[config.mk]
export PLATFORM = sky130hd
export DESIGN_NAME = bfd_branch_field_decoder
export DESIGN_NICKNAME = d
export VERILOG_FILES = /design/src/hdl/bfd_pkg.sv /design/src/hdl/bfd_target_calc.sv /design/src/hdl/bfd_branch_field_decoder.sv
export SDC_FILE = /design/constraint.sdc
export NUM_CORES = 1
export LEC_CHECK = 0
export BUFFER_PORTS_ARGS = -buffer_cell sky130_fd_sc_hd__buf_2
export CAP_MARGIN = 20
export CORE_AREA = 2 2 121 123
export CTS_CLUSTER_DIAMETER = 50
export DETAILED_ROUTE_END_ITERATION = 16
export DIE_AREA = 0 0 123 125
export GPL_ROUTABILITY_DRIVEN = 0
export SYNTH_ARGS = -nofsm -noshare
export SYNTH_HDL_FRONTEND = slang
export SYNTH_SLANG_ARGS = --single-unit
[constraint.sdc]
create_clock -name REF_CLK -period 6.72 [get_ports REF_CLK]
set_clock_uncertainty 0.15 [all_clocks]
set_input_delay 0 -clock REF_CLK [delete_from_list [all_inputs] [get_ports REF_CLK]]
set_output_delay 0 -clock REF_CLK [all_outputs]
set_load 0.005 [all_outputs]
[src/hdl/bfd_pkg.sv]
// Shared constants for the branch field decoder
package bfd_pkg;

    // ------------------------------------------------------------
    // Field positions, counted with bit 0 as the instruction MSB
    // ------------------------------------------------------------
    localparam int INSN_W          = 32;
    localparam int ADDR_W          = 32;
    localparam int POS_ABS_FLAG    = 30;
    localparam int POS_RECORD      = 31;
    localparam int SHORT_OFS_FIRST = 16;
    localparam int SHORT_OFS_LAST  = 29;
    localparam int LONG_OFS_FIRST  = 6;
    localparam int LONG_OFS_LAST   = 29;
    localparam int COND_SEL_FIRST  = 11;
    localparam int OPTIONS_FIRST   = 6;
    localparam int FLAG_SRC_FIRST  = 11;
    localparam int BASE_SEL_FIRST  = 11;
    localparam int FIELD_SEL_FIRST = 6;

    // ------------------------------------------------------------
    // Widths
    // ------------------------------------------------------------
    localparam int SHORT_OFS_W   = 14;
    localparam int LONG_OFS_W    = 24;
    localparam int BIT_SEL_W     = 5;
    localparam int FIELD_SEL_W   = 3;
    localparam int OFS_PAD_W     = 2;
    localparam int FLAG_FIELDS   = 8;
    localparam int FLAG_BITS     = 32;

    // ------------------------------------------------------------
    // Reset values
    // ------------------------------------------------------------
    localparam logic [ADDR_W-1:0]      RST_ADDR     = 32'h0000_0000;
    localparam logic [BIT_SEL_W-1:0]   RST_BIT_SEL  = 5'h00;
    localparam logic [FIELD_SEL_W-1:0] RST_FIELD    = 3'h0;
    localparam logic [BIT_SEL_W-1:0]   BASE_ZERO_ID = 5'h00;
    localparam logic [OFS_PAD_W-1:0]   OFS_PAD      = 2'h0;

endpackage

[src/hdl/bfd_target_calc.sv]
// Branch displacement extraction and target address arithmetic
`timescale 1ns/1ps
`default_nettype none

module bfd_target_calc (
    input  wire logic [bfd_pkg::INSN_W-1:0] insn,
    input  wire logic [bfd_pkg::ADDR_W-1:0] insn_addr,
    input  wire logic                       long_form,
    output logic      [bfd_pkg::ADDR_W-1:0] target
);

    // ------------------------------------------------------------
    // Field extraction, MSB-first numbering
    // ------------------------------------------------------------
    // [RULE11] MSB is bit 0
    function automatic int vbit(input int doc_bit);
        return bfd_pkg::INSN_W - 1 - doc_bit;
    endfunction

    logic [bfd_pkg::SHORT_OFS_W-1:0] short_ofs;
    logic [bfd_pkg::LONG_OFS_W-1:0]  long_ofs;
    logic [bfd_pkg::ADDR_W-1:0]      disp;
    logic                            abs_flag;

    // [RULE3] short offset bits 16:29
    assign short_ofs = insn[vbit(bfd_pkg::SHORT_OFS_FIRST) -: bfd_pkg::SHORT_OFS_W];
    // [RULE10] long offset bits 6:29
    assign long_ofs  = insn[vbit(bfd_pkg::LONG_OFS_FIRST) -: bfd_pkg::LONG_OFS_W];
    assign abs_flag  = insn[vbit(bfd_pkg::POS_ABS_FLAG)];

    always_comb begin
        // [RULE3] append two zeros, sign extend
        disp = {{(bfd_pkg::ADDR_W - bfd_pkg::SHORT_OFS_W - bfd_pkg::OFS_PAD_W){short_ofs[bfd_pkg::SHORT_OFS_W-1]}},
                short_ofs, bfd_pkg::OFS_PAD};
        if (long_form) begin
            // [RULE10] append two zeros, sign extend
            disp = {{(bfd_pkg::ADDR_W - bfd_pkg::LONG_OFS_W - bfd_pkg::OFS_PAD_W){long_ofs[bfd_pkg::LONG_OFS_W-1]}},
                    long_ofs, bfd_pkg::OFS_PAD};
        end
        if (abs_flag) begin
            // [RULE2] absolute target
            target = disp;
        end else begin
            // [RULE1] relative target, wraps modulo 2^32
            target = bfd_pkg::ADDR_W'(insn_addr + disp);
        end
    end

endmodule

`default_nettype wire

[src/hdl/bfd_branch_field_decoder.sv]
// Branch, flag and base-operand field decoder for a 32-bit core
//
// What this block does
// [RULE1] With the absolute flag clear the target is the instruction address plus the sign-extended offset.
// [RULE2] With the absolute flag set the target is the sign-extended offset alone.
// [RULE3] Conditional branches use the 14-bit offset at bits 16:29, padded with two zeros and sign-extended.
// [RULE4] Bits 11:15 of a conditional branch pick the single flag bit that is tested.
// [RULE5] Bits 6:10 of a conditional branch are the branch control options.
// [RULE6] Bits 11:15 of a flag-logic instruction pick its first source flag bit.
// [RULE7] A base-or-zero operand is the selected register, or zero when the selector is 0.
// [RULE8] A record-form instruction writes status into a flag field; the plain form leaves flags alone.
// [RULE9] Flag bit selectors cover 0 to 31 and flag field selectors cover fields 0 to 7.
// [RULE10] Unconditional branches use the 24-bit offset at bits 6:29, padded with two zeros and sign-extended.
// [RULE11] Instruction bits are numbered with the MSB as bit 0 for every field.
`timescale 1ns/1ps
`default_nettype none

module bfd_branch_field_decoder #(
    parameter logic [2:0] RECORD_FIELD = 3'h0
) (
    input  wire logic        REF_CLK,
    input  wire logic        SRST,
    input  wire logic        INSN_VALID,
    input  wire logic [31:0] INSN,
    input  wire logic [31:0] CURRENT_INSN_ADDR,
    input  wire logic        LONG_FORM,
    input  wire logic        RECORD_CAPABLE,
    input  wire logic [31:0] BASE_REG_DATA,
    output logic             DEC_VALID,
    output logic [31:0]      BRANCH_TARGET_ADDR,
    output logic             ABSOLUTE_ADDRESS_FLAG,
    output logic [4:0]       BRANCH_CONDITION_SELECTOR,
    output logic [4:0]       BRANCH_CONTROL_OPTIONS,
    output logic [4:0]       FLAG_LOGIC_SOURCE_ONE,
    output logic [4:0]       BASE_OPERAND_SELECT,
    output logic [31:0]      BASE_OPERAND,
    output logic             FLAG_UPDATE_EN,
    output logic [2:0]       FLAG_FIELD_SEL,
    output logic [2:0]       COMPARE_FIELD_SEL
);

    // ------------------------------------------------------------
    // State
    // ------------------------------------------------------------
    typedef struct packed {
        logic                                valid;
        logic [bfd_pkg::ADDR_W-1:0]          target;
        logic                                abs_flag;
        logic [bfd_pkg::BIT_SEL_W-1:0]       cond_sel;
        logic [bfd_pkg::BIT_SEL_W-1:0]       options;
        logic [bfd_pkg::BIT_SEL_W-1:0]       src_one;
        logic [bfd_pkg::BIT_SEL_W-1:0]       base_sel;
        logic [bfd_pkg::ADDR_W-1:0]          base_val;
        logic                                flag_upd;
        logic [bfd_pkg::FIELD_SEL_W-1:0]     field_sel;
        logic [bfd_pkg::FIELD_SEL_W-1:0]     cmp_field;
    } bfd_state_t;

    bfd_state_t state_reg;
    bfd_state_t state_next;

    logic [bfd_pkg::ADDR_W-1:0] target_calc;

    // [RULE11] MSB is bit 0
    function automatic int vbit(input int doc_bit);
        return bfd_pkg::INSN_W - 1 - doc_bit;
    endfunction

    // ------------------------------------------------------------
    // Target arithmetic
    // ------------------------------------------------------------
    bfd_target_calc u_target (
        .insn      (INSN),
        .insn_addr (CURRENT_INSN_ADDR),
        .long_form (LONG_FORM),
        .target    (target_calc)
    );

    // ------------------------------------------------------------
    // Next state
    // ------------------------------------------------------------
    always_comb begin
        state_next       = state_reg;
        state_next.valid = INSN_VALID;
        // Fields other than valid, flag_upd and field_sel hold their last value between instructions so the
        // downstream units see no glitch while idle.
        if (INSN_VALID) begin
            // [RULE1] [RULE2] target capture
            state_next.target   = target_calc;
            state_next.abs_flag = INSN[vbit(bfd_pkg::POS_ABS_FLAG)];
            // [RULE4] tested flag bit
            state_next.cond_sel = INSN[vbit(bfd_pkg::COND_SEL_FIRST) -: bfd_pkg::BIT_SEL_W];
            // [RULE5] branch options
            state_next.options  = INSN[vbit(bfd_pkg::OPTIONS_FIRST) -: bfd_pkg::BIT_SEL_W];
            // [RULE6] flag-logic source
            state_next.src_one  = INSN[vbit(bfd_pkg::FLAG_SRC_FIRST) -: bfd_pkg::BIT_SEL_W];
            state_next.base_sel = INSN[vbit(bfd_pkg::BASE_SEL_FIRST) -: bfd_pkg::BIT_SEL_W];
            // [RULE7] selector 0 reads as zero
            if (INSN[vbit(bfd_pkg::BASE_SEL_FIRST) -: bfd_pkg::BIT_SEL_W] == bfd_pkg::BASE_ZERO_ID) begin
                state_next.base_val = bfd_pkg::RST_ADDR;
            end else begin
                state_next.base_val = BASE_REG_DATA;
            end
            // [RULE9] three-bit field selector, fields 0 to 7
            state_next.cmp_field = INSN[vbit(bfd_pkg::FIELD_SEL_FIRST) -: bfd_pkg::FIELD_SEL_W];
        end
        // [RULE8] record form updates a flag field
        state_next.flag_upd  = INSN_VALID && RECORD_CAPABLE && INSN[vbit(bfd_pkg::POS_RECORD)];
        state_next.field_sel = RECORD_FIELD;
        if (SRST) begin
            state_next.valid     = 1'b0;
            state_next.target    = bfd_pkg::RST_ADDR;
            state_next.abs_flag  = 1'b0;
            state_next.cond_sel  = bfd_pkg::RST_BIT_SEL;
            state_next.options   = bfd_pkg::RST_BIT_SEL;
            state_next.src_one   = bfd_pkg::RST_BIT_SEL;
            state_next.base_sel  = bfd_pkg::RST_BIT_SEL;
            state_next.base_val  = bfd_pkg::RST_ADDR;
            state_next.flag_upd  = 1'b0;
            state_next.field_sel = bfd_pkg::RST_FIELD;
            state_next.cmp_field = bfd_pkg::RST_FIELD;
        end
    end

    always_ff @(posedge REF_CLK) begin
        state_reg <= state_next;
    end

    // ------------------------------------------------------------
    // Outputs
    // ------------------------------------------------------------
    assign DEC_VALID                 = state_reg.valid;
    assign BRANCH_TARGET_ADDR        = state_reg.target;
    assign ABSOLUTE_ADDRESS_FLAG     = state_reg.abs_flag;
    assign BRANCH_CONDITION_SELECTOR = state_reg.cond_sel;
    assign BRANCH_CONTROL_OPTIONS    = state_reg.options;
    assign FLAG_LOGIC_SOURCE_ONE     = state_reg.src_one;
    assign BASE_OPERAND_SELECT       = state_reg.base_sel;
    assign BASE_OPERAND              = state_reg.base_val;
    assign FLAG_UPDATE_EN            = state_reg.flag_upd;
    assign FLAG_FIELD_SEL            = state_reg.field_sel;
    assign COMPARE_FIELD_SEL         = state_reg.cmp_field;

endmodule

`default_nettype wire

==> results of run 1 <==
-- layout by cell type (no fill, tap or decap), types with 13 or more instances in the layout --
master,n
buf_2,183
nor2_1,87
dfxtp_1,77
dlygate4sd3_1,60
a21oi_1,59
nand2_1,53
nor2b_1,41
ha_1,29
o21ai_0,26
mux2i_1,20
a21o_1,15
o211ai_1,13
-- cells by family after synthesis --
family          share of synthesized area (%)
compound gates                          22.78
xor+xnor                                3.792
fa+ha+maj                               7.895
buf+inv                                 6.863
flops                                   31.79
mux                                     4.360
other cells                           0.07733
simple gates                            22.45
-- critical path, cell delays in order --
cell and delay (ns):
dlygate4sd3_1 0.54, buf_2 0.15, nand2b_1 0.26, nand2_1 0.38, ha_1 0.56, o21ai_0 0.12, nor2_1 0.18, nor4_1 0.07
o41a_1 0.49, mux2i_1 0.14, a221o_1 0.26, mux2i_1 0.13, o22ai_1 0.09
-- worst max-delay path by stage --
stage                    from                     end  cells after the start
floorplan           LONG_FORM  BRANCH_TARGET_ADDR[31]                     12
detailed placement  LONG_FORM  BRANCH_TARGET_ADDR[31]                     12
global route         INSN[15]  BRANCH_TARGET_ADDR[31]                     13
finish               INSN[15]  BRANCH_TARGET_ADDR[31]                     13
CTS                  INSN[15]  BRANCH_TARGET_ADDR[31]                     13
global placement    LONG_FORM  BRANCH_TARGET_ADDR[31]                     12
-- metal layers --
| metal | global-route usage [%] | wire, um |
|---|---|---|
| met3 | 5.155 | 951 |
| met1 | 24.45 | 6548 |
| met4 | 5.281 | 195 |
| met2 | 31.00 | 6936 |
| met5 | 0 | 0 |
-- timing repair --
item,in CTS,in global routing
gates resized for setup,0,0
endpoints found under the setup margin,0,0
buffers inserted,0,0
endpoints found under the hold margin,62,0
hold buffers,60,0
-- state kept, by name, indices dropped and copies added, names as in the netlist --
| name | cells |
|---|---|
| BRANCH_CONTROL_OPTIONS | 5 |
| DEC_VALID | 1 |
| BASE_OPERAND | 32 |
| ABSOLUTE_ADDRESS_FLAG | 1 |
| BASE_OPERAND_SELECT | 5 |
| BRANCH_TARGET_ADDR | 32 |
| FLAG_UPDATE_EN | 1 |
-- power breakdown --
group	total [W]	internal, W	switching (W)	leakage (nW)
sequential	0.000505	0.000489	0.0000155	0.636
clock	0.000483	0.000259	0.000224	0.137
combinational	0.000377	0.000177	0.000200	2.39
total	0.00136	0.000926	0.000439	3.16
-- cell type report --
class                   instances  area [um2]  area share [%]
multi-input cells             475        2983           45.10
repair buffers                247        1546           23.38
flip-flops and latches         77        1541           23.31
well taps                     184       230.2           3.481
clock buffers                   9       225.2           3.405
clock inverters                 7       63.81          0.9648
inverters                       5       18.77          0.2838
diodes                          2       5.005         0.07567
-- through the flow --
stage	utilization, %	power [W]
global route	46.55	0.001446
global placement	40.27	0.0008634
detailed placement	40.27	0.0008630
floorplan	-	0.0007584
finish	46.56	0.001365
CTS	46.53	0.001379
==> results.sh, run 1 <==
export IMPL_start_kind="primary input"
export IMPL_vias=4901
export IMPL_layoutNonFillerInstCount=1006
export IMPL_wl_um=14630
export IMPL_hold_depth=4
export IMPL_finalWorstSetupSlack_ns=3.357
export IMPL_hold_slack_ns=0.009129
export IMPL_synth_edff_count=0
export IMPL_ff2ff_path_depth=3
export IMPL_ys_ff_latch=77
export IMPL_fillCellCount=1394
export IMPL_synth_most_common_cell="nor2_1"
export IMPL_cts_htree_levels=3
export IMPL_synth_warnings=0
export IMPL_post_dp_hpwl_um=10150
export IMPL_drv_slew=0
export IMPL_syn_inst=607
export IMPL_pre_cts_ws_ns=3.409
export IMPL_clock_path_buffers=2
export IMPL_grt_max_degree=79
export IMPL_cts_root_buf="clkbuf_16"
export IMPL_clock_latency_ns=0.35
export IMPL_coreArea_um2=14200
export IMPL_initial_core_util_pct=34.14
export IMPL_rows=44
export IMPL_period_share_pct=50.05
export IMPL_cp_end_kind="register"
export IMPL_die_y_um=125
export IMPL_finalHoldViolations=0
export IMPL_drc_errors=0
export IMPL_ios=194
export IMPL_min_period_ns=3.363
export IMPL_place_inst=928
export IMPL_cp_max_fo=11
export IMPL_setup_tns_ns=0
export IMPL_viasPerCell=4.872
export IMPL_rsz0062_at_grt="false"
export IMPL_hold_class="primary input to register"
export IMPL_yosys_area_top_type="dfxtp_1"
export IMPL_finalInstanceArea_um2=6614
export IMPL_max_freq_ghz=0.2973
export IMPL_cts_tree="done"
export IMPL_wl_per_cell_um=14.54
export IMPL_clk_pin_slew_worst_paths_ns=0.07
export IMPL_ant_nets=0
export IMPL_worstMarginPinSlew_ns=0.8685
export IMPL_area_growth_pct=36.38
export IMPL_seq_area_frac_synth_pct=31.79
export IMPL_crit_required_ns=6.76
export IMPL_drt_first_iter_violations=203
export IMPL_fp_dieArea_um2=15380
export IMPL_dpl_instance_area_um2=5719
export IMPL_ir_drop_mv=0.1406
export IMPL_synth_cell_types=64
export IMPL_timing_rr_end="BRANCH_TARGET_ADDR[27]"
export IMPL_regToRegSetupSlack_ns=5.54
export IMPL_crit_type="primary input to register"
export IMPL_grt_pass1_vias=4599
export IMPL_ys_flop_type="dfxtp_1"
export IMPL_holdPathEnd="BRANCH_TARGET_ADDR[2]"
export IMPL_maxCapViolCount=0
export IMPL_synth_top_cell_area_share_pct=31.79
export IMPL_hp_start="CURRENT_INSN_ADDR[2]"
export IMPL_synth_common_cells="87 x nor2_1, 77 x dfxtp_1, 59 x a21oi_1"
export IMPL_globalRouteOverflowTotal=0
export IMPL_drive_gt1_share_pct=26.10
export IMPL_synthesis_area_um2=4850
export IMPL_die_x_um=123
export IMPL_p_per_area_nw_per_um2=206.3
export IMPL_synth_area_leaders="dfxtp_1 32%, ha_1 7.5%, nor2_1 6.7%, a21oi_1 6.1%, nor2b_1 5.3%"
export IMPL_postSynth_asyncResetShare_pct=0
export IMPL_avgSynthCellArea_um2=7.990
export IMPL_io_buffers=184
export IMPL_status="finished clean"
export IMPL_slew_headroom_pct=42.10
export IMPL_numCtsBuffers=9
export IMPL_arrival_ns=3.41
export IMPL_num_nets_final=946
export IMPL_setup_viol=0
export IMPL_first_pass_iters=4
export IMPL_track_usage_pct=18.97
export IMPL_power_leakage_nw=3.160
export IMPL_grt_pass1_wl_um=23160
export IMPL_cts_sinks=77
export IMPL_antenna_found_initial=2
export IMPL_r2r_start="BRANCH_TARGET_ADDR[27]"
(Power assumes the default switching activity.)
==> run 2: changes to the inputs <==
Clock period 6.72 ns to 3.05 ns, I/O delays scaled along.
==> run 2 against run 1 <==
Hold slack improved by 0.0022 ns. Sequential power increased by 120%. Power increased by 120%. Register-to-register slack got worse by 3.7 ns. Routed wire length increased by 2.1%. Clock power increased by 120%. Core utilization increased by 0.66 points. Die area unchanged. Worst setup slack got worse by 3.2 ns. Critical endpoint is now BRANCH_TARGET_ADDR[22]. Largest cell class unchanged. Largest power group unchanged. Highest routed layer unchanged.
==> results.sh, run 2 (same netlist as run 1, synthesis figures left out) <==
export IMPL_r2r_start="BRANCH_TARGET_ADDR[28]"
export IMPL_grt_pass1_vias=4781
export IMPL_final_cell_mix="183 x buf_2, 87 x nor2_1, 77 x dfxtp_1"
export IMPL_initial_core_util_pct=34.14
export IMPL_power_leakage_nw=3.208
export IMPL_cp_end_kind="register"
export IMPL_arrival_ns=2.96
export IMPL_min_period_ns=2.880
export IMPL_hp_start="INSN[1]"
export IMPL_cts_tree="done"
export IMPL_clock_path_buffers=2
export IMPL_cts_root_buf="clkbuf_16"
export IMPL_crit_type="primary input to register"
export IMPL_clk_pin_slew_worst_paths_ns=0.07
export IMPL_crit_family="compound AO/OA/AOI/OAI gates"
export IMPL_area_growth_pct=38.31
export IMPL_postCtsSetupRepairBufs=0
export IMPL_holdPathEnd="ABSOLUTE_ADDRESS_FLAG"
export IMPL_status="finished clean"
export IMPL_wl_per_cell_um=14.73
export IMPL_rows=44
export IMPL_grt_pass1_wl_um=23760
export IMPL_regToRegSetupSlack_ns=1.87
export IMPL_ant_nets=0
export IMPL_max_freq_ghz=0.3473
export IMPL_antenna_found_initial=1
export IMPL_start_kind="primary input"
export IMPL_cp_max_fo=4
export IMPL_cts_htree_levels=3
export IMPL_setup_viol=0
export IMPL_rsz0062_at_grt="false"
export IMPL_ios=194
export IMPL_coreArea_um2=14200
export IMPL_grt_max_degree=47
export IMPL_drv_slew=0
export IMPL_first_pass_iters=5
export IMPL_vias=4986
export IMPL_viasPerCell=4.917
export IMPL_ir_drop_mv=0.2426
export IMPL_hold_class="primary input to register"
export IMPL_drc_errors=0
export IMPL_globalRouteOverflowTotal=0
export IMPL_finalHoldViolations=0
export IMPL_track_usage_pct=19.37
export IMPL_post_dp_hpwl_um=10750
export IMPL_totalPowerFinal_w=0.003035
export IMPL_path_cells="dlygate4sd3_1 > buf_2 > ha_1 > fa_1 > a211oi_2 > o21ai_1 > a21oi_2 > o31ai_4 > a311oi_1 > o21bai_1 > xor2_1 > a221o_1"
export IMPL_fillCellCount=1445
export IMPL_wl_um=14940
export IMPL_maxCapViolCount=0
export IMPL_worstMarginPinSlew_ns=0.7039
export IMPL_ff2ff_path_depth=3
export IMPL_timing_rr_end="BRANCH_TARGET_ADDR[28]"
export IMPL_cp_num_buf_inv=2
export IMPL_cp_slowest_cell="dlygate4sd3_1"
export IMPL_drt_first_iter_violations=181
export IMPL_p_per_area_nw_per_um2=452.4
export IMPL_worst_path_largest_cell_delay_ns=0.53
export IMPL_drive_gt1_share_pct=27.50
export IMPL_num_nets_final=955
export IMPL_die_x_um=123
export IMPL_period_share_pct=94.41
export IMPL_final_common_cell="buf_2"
export IMPL_crit_required_ns=3.13
export IMPL_fp_dieArea_um2=15380
export IMPL_slew_headroom_pct=53.07
export IMPL_clock_latency_ns=0.34
export IMPL_hold_depth=3
export IMPL_io_buffers=184
export IMPL_cts_sinks=77
export IMPL_numCtsBuffers=9
export IMPL_setup_tns_ns=0
export IMPL_die_y_um=125
run 2: how the worst max path moves through the flow:
stage	start	endpoint	slack, ns	depth (start not counted)
detailed placement	INSN[2]	BRANCH_TARGET_ADDR[26]	0.29	11
finish	INSN[2]	BRANCH_TARGET_ADDR[22]	0.17	12
global route	INSN[2]	BRANCH_TARGET_ADDR[22]	0.0005	12
CTS	INSN[2]	BRANCH_TARGET_ADDR[26]	0.06	12
floorplan	LONG_FORM	BRANCH_TARGET_ADDR[31]	0.38	12
global placement	INSN[2]	BRANCH_TARGET_ADDR[26]	0.30	11
run 2: power breakdown:
| part | leakage, nW | internal [W] | switching [W] |
|---|---|---|---|
| clock | 0.137 | 0.000572 | 0.000495 |
| combinational | 2.44 | 0.000403 | 0.000449 |
| sequential | 0.636 | 0.00108 | 0.0000362 |
| total | 3.21 | 0.00205 | 0.000981 |
run 2: stage by stage:
| stage | instances | util (%) | setup WS, ns | hold slack, ns | instance area (um2) |
|---|---|---|---|---|---|
| 4_1_cts | 1013 | 47.00 | 0.06092 | 0.003799 | 6676 |
| 6_report | 1014 | 47.23 | 0.1704 | 0.01129 | 6708 |
| 5_1_grt | 1013 | 47.21 | 0.0004778 | 0.05679 | 6705 |
| 3_5_place_dp | 937 | 40.74 | 0.2926 | 0.08199 | 5787 |
| 3_3_place_gp | 937 | 40.74 | 0.2988 | 0.07456 | 5787 |
| 2_1_floorplan | 609 | - | 0.3847 | -0.01086 | 4857 |
run 2: per-layer routing:
layer	up-vias	routed length [um]	GRT usage, %
li1	2571	-	-
met1	2270	6753	24.40
met2	125	7098	32.43
met3	20	836	4.699
met4	0	251	5.949
met5	-	0	0
run 2: layout make-up:
class | instances | area (um2) | share of cell area, %
Clock buffer | 9 | 225.2 | 3.358
Inverter | 5 | 18.77 | 0.2798
Timing Repair Buffer | 256 | 1614 | 24.06
Tap cell | 184 | 230.2 | 3.432
Multi-Input combinational cell | 475 | 3012 | 44.90
Sequential cell | 77 | 1541 | 22.98
Clock inverter | 7 | 63.81 | 0.9513
Antenna cell | 1 | 2.502 | 0.03731
run 2: tightest hold or removal path: cells and delay by family:
| kind | cells | cell delay [ns] |
|---|---|---|
| compound gates | 1 | 0.07 |
| buf+inv | 1 | 0.22 |
| simple gates | 1 | 0.16 |
run 2: what timing repair did:
action,4_1_cts,5_1_grt
hold buffers,60,0
endpoints found under the setup margin,0,10
hold endpoints to repair,62,0
gates resized for setup,0,6
==> run 3: changes to the inputs <==
Settings changed: CORE_AREA 2 2 121 123 to 2 2 144 104, DIE_AREA 0 0 123 125 to 0 0 146 106.
==> run 3 against run 2 <==
Register-to-register slack worse by 0.28 ns. Core utilization up 0.70 points. Global-route usage down 0.29 points. Sequential share of layout area down 0.42 points. Critical path depth up 1. Sequential cell count unchanged. Critical path type unchanged. Clock power up 7%. Die area up 0.66%. Final cell count up 1.6%.
==> results.sh, run 3 (same netlist as run 1, synthesis figures left out) <==
export IMPL_coreArea_um2=14260
export IMPL_post_dp_hpwl_um=10790
export IMPL_numCtsBuffers=9
export IMPL_die_y_um=106
export IMPL_drive_gt1_share_pct=27.19
export IMPL_drc_errors=0
export IMPL_ios=194
export IMPL_final_common_cell="buf_2"
export IMPL_vias=5083
export IMPL_clk_pin_slew_worst_paths_ns=0.06
export IMPL_cp_max_fo=4
export IMPL_min_period_ns=2.909
export IMPL_slew_headroom_pct=39.21
export IMPL_area_growth_pct=40.89
export IMPL_combPwrFrac_pct=28.0
export IMPL_globalRouteOverflowTotal=0
export IMPL_hold_slack_ns=0.02009
export IMPL_status="finished clean"
export IMPL_cts_htree_levels=3
export IMPL_worstMarginPinSlew_ns=0.9118
export IMPL_rows=37
export IMPL_fp_dieArea_um2=15480
export IMPL_io_buffers=184
export IMPL_max_freq_ghz=0.3438
export IMPL_cp_end_kind="register"
export IMPL_path_common_cell="dlygate4sd3_1"
export IMPL_rsz0062_at_grt="true"
export IMPL_crit_type="primary input to register"
export IMPL_crit_required_ns=3.18
export IMPL_p_per_area_nw_per_um2=458.1
export IMPL_die_x_um=146
export IMPL_ant_nets=0
export IMPL_drv_slew=0
export IMPL_finalHoldViolations=0
export IMPL_worst_path_largest_cell_delay_ns=0.59
export IMPL_p_sw_w=0.0009815
export IMPL_clock_path_buffers=2
export IMPL_cts_root_buf="clkbuf_16"
export IMPL_viasPerCell=4.935
export IMPL_num_antenna_cells=0
export IMPL_num_nets_final=961
export IMPL_power_leakage_nw=3.249
export IMPL_path_cells="dlygate4sd3_1 > buf_2 > ha_1 > fa_1 > a211oi_2 > o21ai_2 > o2111ai_1 > nand2_1 > xnor2_1 > o211ai_1 > o21ai_0 > dlygate4sd3_1 > nor2_1"
export IMPL_seqPwrFrac_pct=35.5
export IMPL_cp_slowest_cell="dlygate4sd3_1"
export IMPL_clock_latency_ns=0.34
export IMPL_p_clk_share_pct=36.4
export IMPL_totalPowerFinal_w=0.003130
export IMPL_setup_viol=0
export IMPL_period_share_pct=95.37
export IMPL_drt_first_iter_violations=248
export IMPL_final_cell_mix="183 x buf_2, 87 x nor2_1, 77 x dfxtp_1"
export IMPL_grt_pass1_wl_um=23970
export IMPL_wl_um=15060
export IMPL_track_usage_pct=19.08
export IMPL_arrival_ns=3.04
export IMPL_grt_max_degree=62
export IMPL_maxCapViolCount=0
export IMPL_cts_sinks=77
export IMPL_wl_per_cell_um=14.62
export IMPL_antenna_found_initial=0
export IMPL_hold_class="primary input to register"
export IMPL_p_int_w=0.002148
export IMPL_p_sw_share_pct=31.36
export IMPL_initial_core_util_pct=34.01
export IMPL_first_pass_iters=4
export IMPL_cts_tree="done"
export IMPL_start_kind="primary input"
export IMPL_grt_pass1_vias=4681
export IMPL_fillCellCount=1430
export IMPL_ir_drop_mv=0.2587
[run 3: cell count changes in the layout (fill, tap and decap cells not counted), sizes merged]
cell / before / now
dlygate4sd3: 60 / 68
buf: 196 / 194
bufinv: 0 / 1
clkinvlp: 2 / 1
diode: 1 / 0
clkinv: 0 / 2
inv: 10 / 8
[run 3: path summary, 6_finish.rpt]
| path | start | endpoint | slack (ns) | depth (start not counted) |
|---|---|---|---|---|
| max | INSN[2] | BRANCH_TARGET_ADDR[10] | 0.14 | 13 |
| min | CURRENT_INSN_ADDR[2] | BRANCH_TARGET_ADDR[2] | 0.02 | 4 |
| max reg2reg | BASE_OPERAND[8] | BASE_OPERAND[8] | 1.59 | 4 |
| min reg2reg | ABSOLUTE_ADDRESS_FLAG | ABSOLUTE_ADDRESS_FLAG | 0.32 | 2 |
[run 3: cell type report]
type	count	area (um2)	area share, %
flip-flops and latches	77	1541	22.56
repair buffers	262	1699	24.87
clock buffers	9	225.2	3.296
well taps	195	244.0	3.571
multi-input cells	475	3013	44.09
inverters	5	18.77	0.2747
clock inverters	7	91.34	1.337
[run 3: power groups by stage]
| stage | Clock (W) | Combinational [W] | Sequential, W |
|---|---|---|---|
| finish | 0.00114 | 0.000878 | 0.00111 |
| global route | 0.00122 | 0.000969 | 0.00112 |
| CTS | 0.00117 | 0.000859 | 0.00111 |
| detailed placement | 0 | 0.000783 | 0.00113 |
| global placement | 0 | 0.000787 | 0.00113 |
| floorplan | 0 | 0.000530 | 0.00114 |
[run 3: metrics by stage]
stage	instance area [um2]	setup WS [ns]	std cells	setup TNS [ns]	utilization [%]
final	6833	0.1413	1030	0	47.92
after global routing	6833	-0.01971	1030	-0.03866	47.92
after CTS	6775	0.02360	1029	0	47.52
after detailed placement	5778	0.1939	945	0	40.52
after global placement	5778	0.2537	945	0	40.52
after floorplan	4857	0.3847	609	0	-
[run 3: timing repair]
item                                    4_1_cts  5_1_grt
hold buffers                                 68        0
endpoints found under the setup margin        0        8
resized for setup                             0        6
endpoints found under the hold margin        65        0
setup buffers                                 0        0
[run 3: per-layer routing]
metal | vias up | track usage [%] | part of all wire (%)
li1 | 2591 | - | -
met3 | 17 | 4.120 | 5.9
met5 | - | 0 | 0
met2 | 171 | 28.81 | 44
met4 | 0 | 6.103 | 1.7
met1 | 2304 | 27.08 | 49
[run 3: critical path: cells and delay by family]
kind	cells	cell delay [ns]
compound gates	5	0.81
xor+xnor	1	0.13
fa+ha+maj	2	0.66
buf+inv	3	1.25
simple gates	2	0.18
